===== src/adc_conversion_control_regs.vh =====
// constants for the conversion control block: register offsets, fields, reset values, timing
// assumes inclusion by the design, checker and bench files of the block
`ifndef ADC_CONVERSION_CONTROL_REGS_VH
`define ADC_CONVERSION_CONTROL_REGS_VH

`define CTRL_REG_ADDR      8'hc5
`define RESULT_REG_ADDR    8'hc6
`define CTRL_RESET         8'h00
`define RESULT_RESET       8'h00
`define BIT_EXT_START_EN   5
`define BIT_DONE_FLAG      4
`define BIT_START_BUSY     3
`define CHAN_SEL_MSB       2
`define CONV_MACHINE_CYCLES 5'h18

`endif


===== src/adc_conversion_control.v =====
// conversion control for an 8-bit successive conversion unit with an 8-input multiplexer
// assumes a special-function register port on the machine-cycle clock; sample and
// successive-approximation core outside, delivering its 8-bit code on sar_value_in
`timescale 1ns/100ps
`default_nettype none
`include "adc_conversion_control_regs.vh"

// Overview of operation
// - at conversion end, set done flag and load the result register
// - a running conversion ignores further starts from software or pin
// - starts arriving while busy or done are dropped, never queued
// - result register holds its value while the done flag is one
// - idle or power-down aborts a conversion in progress
// - idle leaves a finished result and its done flag intact
// - one write clearing done and setting start may launch a conversion
// - each conversion lasts 24 machine cycles from start to result
// - input chosen among eight analog inputs by the three-bit select field
// - control bits: 7-6 reserved, 5 ext enable, 4 done, 3 busy, 2-0 channel
// - external pin edge starts only when external start enable is one
// - done flag set when result ready; interrupt requested if enabled
// - software cannot set the done flag; service routine clears it
// - busy set by software or enabled pin, high during the whole conversion
// - busy cleared the cycle right after done is set
// - writing zero does not clear busy; only completion or an idle or power-down abort does
// - channel select written only when done and busy are both low
// - select field is binary, bit 2 most significant, 100 is input four
// - busy and done both high for at most one cycle at conversion end
module adc_conversion_control (
    input  wire       core_clk_in,
    input  wire       rst_n_in,
    input  wire       sfr_wr_in,
    input  wire [7:0] sfr_addr_in,
    input  wire [7:0] sfr_wdata_in,
    output reg  [7:0] sfr_rdata_out,
    input  wire       ext_start_pin_in,
    input  wire       idle_in,
    input  wire       power_down_in,
    input  wire       irq_enable_in,
    input  wire [7:0] sar_value_in,
    output reg  [2:0] mux_select_out,
    output reg        conv_active_out,
    output reg        irq_out
);

////////////////////////////////////////////////////////////////////////////////
// state and registers

localparam ST_IDLE = 3'b001;
localparam ST_CONV = 3'b010;
localparam ST_DONE = 3'b100;

reg  [2:0] state;
reg  [2:0] next_state;
reg  [4:0] cycle_cnt;
reg        ext_start_enable;
reg        conversion_done_flag;
reg        start_busy_bit;
reg  [2:0] channel_select;
reg  [7:0] result_register;
reg        pin_meta;
reg        pin_sync;
reg        pin_prev;

wire ctrl_wr = sfr_wr_in && (sfr_addr_in == `CTRL_REG_ADDR);
wire sleep   = idle_in || power_down_in;
// the second synchroniser stage and its one-cycle delayed copy feed the edge detector
wire pin_rise = pin_sync && !pin_prev && ext_start_enable;
wire sw_start = ctrl_wr && sfr_wdata_in[`BIT_START_BUSY];
// the done flag seen by the start gate is the one after this write, so works
wire done_after_wr = conversion_done_flag &&
                     !(ctrl_wr && !sfr_wdata_in[`BIT_DONE_FLAG]);
wire start_ok = (sw_start || pin_rise) && !start_busy_bit && !done_after_wr
                && !sleep;
wire finish = (state == ST_CONV) && (cycle_cnt == `CONV_MACHINE_CYCLES - 5'h01);

////////////////////////////////////////////////////////////////////////////////
// pin synchroniser

always @(posedge core_clk_in or negedge rst_n_in) begin
    if (!rst_n_in) begin
        pin_meta <= 1'b0;
        pin_sync <= 1'b0;
        pin_prev <= 1'b0;
    end else begin
        pin_meta <= ext_start_pin_in;
        pin_sync <= pin_meta;
        pin_prev <= pin_sync;
    end
end

////////////////////////////////////////////////////////////////////////////////
// sequencer

always @* begin
    next_state = state;
    case (state)
        ST_IDLE: begin
            if (start_ok)
                next_state = ST_CONV;
        end
        ST_CONV: begin
            if (sleep)
                next_state = ST_IDLE;
            else if (finish)
                next_state = ST_DONE;
        end
        ST_DONE: begin
            next_state = ST_IDLE; // busy drops one cycle after done rises
        end
        default: next_state = ST_IDLE;
    endcase
end

always @(posedge core_clk_in or negedge rst_n_in) begin
    if (!rst_n_in) begin
        state     <= ST_IDLE;
        cycle_cnt <= 5'h00;
    end else begin
        state <= next_state;
        if (state == ST_CONV && !sleep)
            cycle_cnt <= cycle_cnt + 5'h01;
        else
            cycle_cnt <= 5'h00;
    end
end

////////////////////////////////////////////////////////////////////////////////
// control register and result

always @(posedge core_clk_in or negedge rst_n_in) begin
    if (!rst_n_in) begin
        ext_start_enable     <= 1'b0;
        conversion_done_flag <= 1'b0;
        start_busy_bit       <= 1'b0;
        channel_select       <= 3'h0;
        result_register      <= `RESULT_RESET;
    end else begin
        if (ctrl_wr)
            ext_start_enable <= sfr_wdata_in[`BIT_EXT_START_EN];
        // channel only changes while neither busy nor done
        if (ctrl_wr && !start_busy_bit && !conversion_done_flag)
            channel_select <= sfr_wdata_in[`CHAN_SEL_MSB:0];
        // set wins over a clear arriving in the same cycle; writes only clear
        if (finish && !sleep) begin
            conversion_done_flag <= 1'b1;
            result_register      <= sar_value_in;
        end else if (ctrl_wr && !sfr_wdata_in[`BIT_DONE_FLAG])
            conversion_done_flag <= 1'b0;
        // idle keeps a finished result: only the running conversion is dropped
        if (start_ok)
            start_busy_bit <= 1'b1;
        else if (state == ST_DONE || (state == ST_CONV && sleep))
            start_busy_bit <= 1'b0;
    end
end

////////////////////////////////////////////////////////////////////////////////
// outputs and read port

always @(posedge core_clk_in or negedge rst_n_in) begin
    if (!rst_n_in) begin
        sfr_rdata_out   <= `CTRL_RESET;
        mux_select_out  <= 3'h0;
        conv_active_out <= 1'b0;
        irq_out         <= 1'b0;
    end else begin
        if (sfr_addr_in == `CTRL_REG_ADDR)
            sfr_rdata_out <= {2'b00, ext_start_enable, conversion_done_flag,
                              start_busy_bit, channel_select};
        else if (sfr_addr_in == `RESULT_REG_ADDR)
            sfr_rdata_out <= result_register;
        else
            sfr_rdata_out <= 8'h00;
        mux_select_out  <= channel_select;
        conv_active_out <= (next_state == ST_CONV);
        irq_out         <= conversion_done_flag && irq_enable_in;
    end
end

endmodule
`default_nettype wire


===== config.mk =====
export PLATFORM = sky130hd
export DESIGN_NAME = adc_conversion_control
export DESIGN_NICKNAME = d
export VERILOG_FILES = /design/src/adc_conversion_control.v
export VERILOG_INCLUDE_DIRS = /design/src
export SDC_FILE = /design/constraint.sdc
export NUM_CORES = 1
export LEC_CHECK = 0
export BUFFER_PORTS_ARGS = -buffer_cell sky130_fd_sc_hd__buf_2
export CORE_MARGIN = 2
export CORE_UTILIZATION = 40
export CTS_CLUSTER_DIAMETER = 200
export DETAILED_ROUTE_END_ITERATION = 6
export PLACE_DENSITY_LB_ADDON = 0.2
export SLEW_MARGIN = 20
export SYNTH_ARGS = -nofsm -noshare
export SYNTH_HDL_FRONTEND = slang
export SYNTH_SLANG_ARGS = --single-unit

===== constraint.sdc =====
create_clock -name core_clk_in -period 2.2 [get_ports core_clk_in]
set_input_delay 0.11 -clock core_clk_in [delete_from_list [all_inputs] [get_ports core_clk_in]]
set_output_delay 0.11 -clock core_clk_in [all_outputs]
set_load 0.01 [all_outputs]

==> impl_metrics.py <==
metrics = {
    "timing": {
        "final_max_slew_viol_count": 0,
        "final-hold-violation-count": 0,
        "setup_violations": 0,
        "relSlewSlack_pct": 46.3,
        "skew_ps": 2.72,
        "setup_tns_ps": 0,
        "worstMarginPinSlew_ps": 805,
        "fin_crit_sh_pct": 85.0,
        "final.min_clock_period_ps": 1870,
        "rsz0062_at_grt": "false",
        "whs_ps": 38.1,
        "max_freq_ghz": 0.534,
    },
    "clock_network": {
        "worst_skew_pair.late_latency_ps": 280,
        "numCtsBuffers": 5,
        "cts_tree": "done",
        "cts_resized": 0,
        "clockRootBuffer": "clkbuf_8",
        "cts.sinks": 38,
        "path_clk_slew_ps": 70,
        "clockBufferDepth": 2,
        "htree_levels": 2,
    },
    "yosys": {
        "synth_warnings": 0,
        "synth-compound-area-share_pct": 6.93,
        "synthArstFlopShare_pct": 100,
        "ys.flop_type": "dfrtp_1",
        "synth_cells": 106,
        "synth_cell_type_count": 32,
        "synthSimpleGateAreaFrac_pct": 16.7,
        "syn_nets": 138,
        "ys_seq_elements": 38,
        "avgSynthCellArea_um2": 14.0,
        "synth-xor-area-share_pct": 1.78,
        "synth_mux_area_share_pct": 9.13,
        "synth_area_um2": 1480,
        "synth_top_family_by_area": "simple AND/OR/NAND/NOR gates",
        "yosysSeqAreaShare_pct": 64.3,
        "synthAdderAreaFrac_pct": 0.845,
        "synth_edf_count": 0,
    },
    "finish": {
        "drive_gt1_share_pct": 43.3,
        "multi_input_area_um2": 524,
        "area_delta_synth_final_pct": 25.2,
        "register_area_um2": 952,
        "n_fill_cell": 356,
        "nNetsFinal": 189,
        "num_antenna_cells": 0,
    },
    "route": {
        "routed.top_layer": "met4",
        "wl_met1_um": 1130,
        "routed_wl_um": 2750,
        "drc": 0,
        "avgRoutedWirePerCell_um": 13.4,
        "wl_met2_um": 1370,
        "viasPerCell": 4.84,
        "final_antenna_net_count": 0,
        "drt_iter0_drc": 19,
        "drtPass1Iterations": 4,
        "vias": 993,
        "wl_met3_um": 187,
    },
    "power": {
        "p_per_area_nw_per_um2": 662,
        "p_total_uw": 1230,
        "ir_drop_uv": 394,
        "p_leak_uw": 0.000928,
    },
    "placed_design": {
        "detailed_place_hpwl_um": 2050,
        "port-buffer-count": 41,
        "place_congestion": 0.715,
    },
    "floorplanning": {
        "initial_core_util_pct": 41.0,
        "dieArea_um2": 4200,
        "core_area_um2": 3610,
        "fp.dieW_um": 64.8,
        "io_pins": 44,
        "rows": 22,
        "fp.dieH_um": 64.8,
    },
    "hold_path": {
        "hold_class": "in -> reg",
    },
    "outcome": {
        "status": "finished, final reports clean",
    },
    "run": {
        "cap_violations": 0,
    },
    "critical_path": {
        "cp_slowest_cell": "or3_1",
        "critical_path.max_fanout": 10,
        "cp.required_ps": 2370,
        "critPathKind": "reg -> reg",
        "start_kind": "flop",
        "cpPeakStageDelay_ps": 450,
        "crit_chain": "nand2b_1, or3_1, nor2_4, mux2_2",
        "worstPathArrival_ps": 2040,
        "critPathCaptureType": "flop",
    },
    "grt": {
        "grt_pass1_vias": 971,
        "antenna_found_initial": 0,
        "grt.total_usage_pct": 15.1,
        "grt_max_degree": 39,
        "grt_pass1_wl_um": 4500,
        "grt_overflow": 0,
    },
}
-- Yosys cell counts (2+ instances only) --
master / n / area share, %
dfrtp_1: 37 / 63
mux2_2: 12 / 9.1
a22o_1: 6 / 3.6
nor2_1: 6 / 1.5
nand2_1: 5 / 1.3
o21ai_0: 5 / 1.7
and2_1: 4 / 1.7
a21oi_1: 2 / 0.68
nand2b_1: 2 / 0.85
nand3_1: 2 / 0.68
nor2b_1: 2 / 0.85
nor3_1: 2 / 0.68
xor2_1: 2 / 1.2
-- worst max-delay path: cells and delay by family (launching register included) --
family | cells | cell delay [ps]
simple gates | 3 | 960
mux | 1 | 390
flops | 1 | 410
-- final timing paths --
kind,start,endpoint,slack (ps),cells past startpoint
worst max-delay path,state[2],result_register[3],330,4
worst min-delay path,irq_enable_in,irq_out,40,2
worst max register to register,state[2],result_register[3],330,4
worst min register to register,pin_meta,pin_sync,380,0
max in group asynchronous,rst_n_in,mux_select_out[2],1240,2
min in group asynchronous,rst_n_in,conv_active_out,450,2
-- routing by layer --
metal,track usage (%),vias up
met5,0,-
li1,-,480
met2,24.5,35
met1,16.5,473
met3,5.73,5
met4,9.57,0
-- area by class of cell --
cell class | instances | area share, %
repair buffers | 45 | 13.0
flip-flops and latches | 38 | 51.4
multi-input cells | 67 | 28.3
clock buffers | 7 | 4.12
well taps | 48 | 3.24
-- layout by cell type, fill, tap and decap left out --
cell type,count
buf_2,41
dfrtp_1,37
mux2_2,12
nor2_1,6
a22o_1,6
nand2_1,5
o21ai_0,5
clkbuf_8,5
and2_1,4
nand2b_1,2
nor3_1,2
a21oi_1,2
nand3_1,2
xor2_1,2
nor2b_1,2
clkbuf_1,2
dlygate4sd3_1,2
buf_4,2
or2_2,1
nor4b_1,1
or4b_4,1
nor3_2,1
nor4_1,1
nor3b_1,1
or3_1,1
o21a_1,1
nand4b_1,1
nor2_4,1
xnor2_1,1
nor4b_2,1
nand3b_1,1
a21o_1,1
or3_4,1
nor4b_4,1
ha_1,1
dfstp_2,1
-- state kept, by name (all words and copies together) (netlist names) --
signal                flops
conversion_done_flag      1
ext_start_enable          1
cycle_cnt                 5
start_busy_bit            1
mux_select_out            3
state                     3
conv_active_out           1
pin_sync                  1
sfr_rdata_out             8
pin_prev                  1
channel_select            3
pin_meta                  1
irq_out                   1
result_register           8
-- where the power goes --
part           total (µW)  switching (µW)  internal [µW]
clock network         431             213            218
registers             727            11.3            716
logic                68.4            33.1           35.3
total                1230             258            969
-- cells by family (layout without fill, tap and decap cells) --
logic type | Yosys count | after routing
XOR/XNOR | 3 | 3
adder cells (fa/ha/maj) | 1 | 1
flip-flops | 38 | 38
AO/OA/AOI/OAI | 15 | 15
multiplexers | 12 | 12
buffers and inverters | 1 | 52
AND/OR/NAND/NOR | 36 | 36
-- timing repair --
item                                   in CTS  in global routing
hold buffers                                2                  0
endpoints found under the hold margin      38                  0
setup buffers                               0                  0
-- metrics by stage --
step	setup slack [ps]	cells	util, %	area [µm²]
final	329	205	51.4	1850
after global routing	258	205	51.4	1850
after CTS	321	205	51.4	1850
after detailed placement	164	196	48.7	1760
after global placement	189	196	48.7	1760
after floorplan	386	106	-	1480
Note: power is estimated with default switching activity, not from simulation.
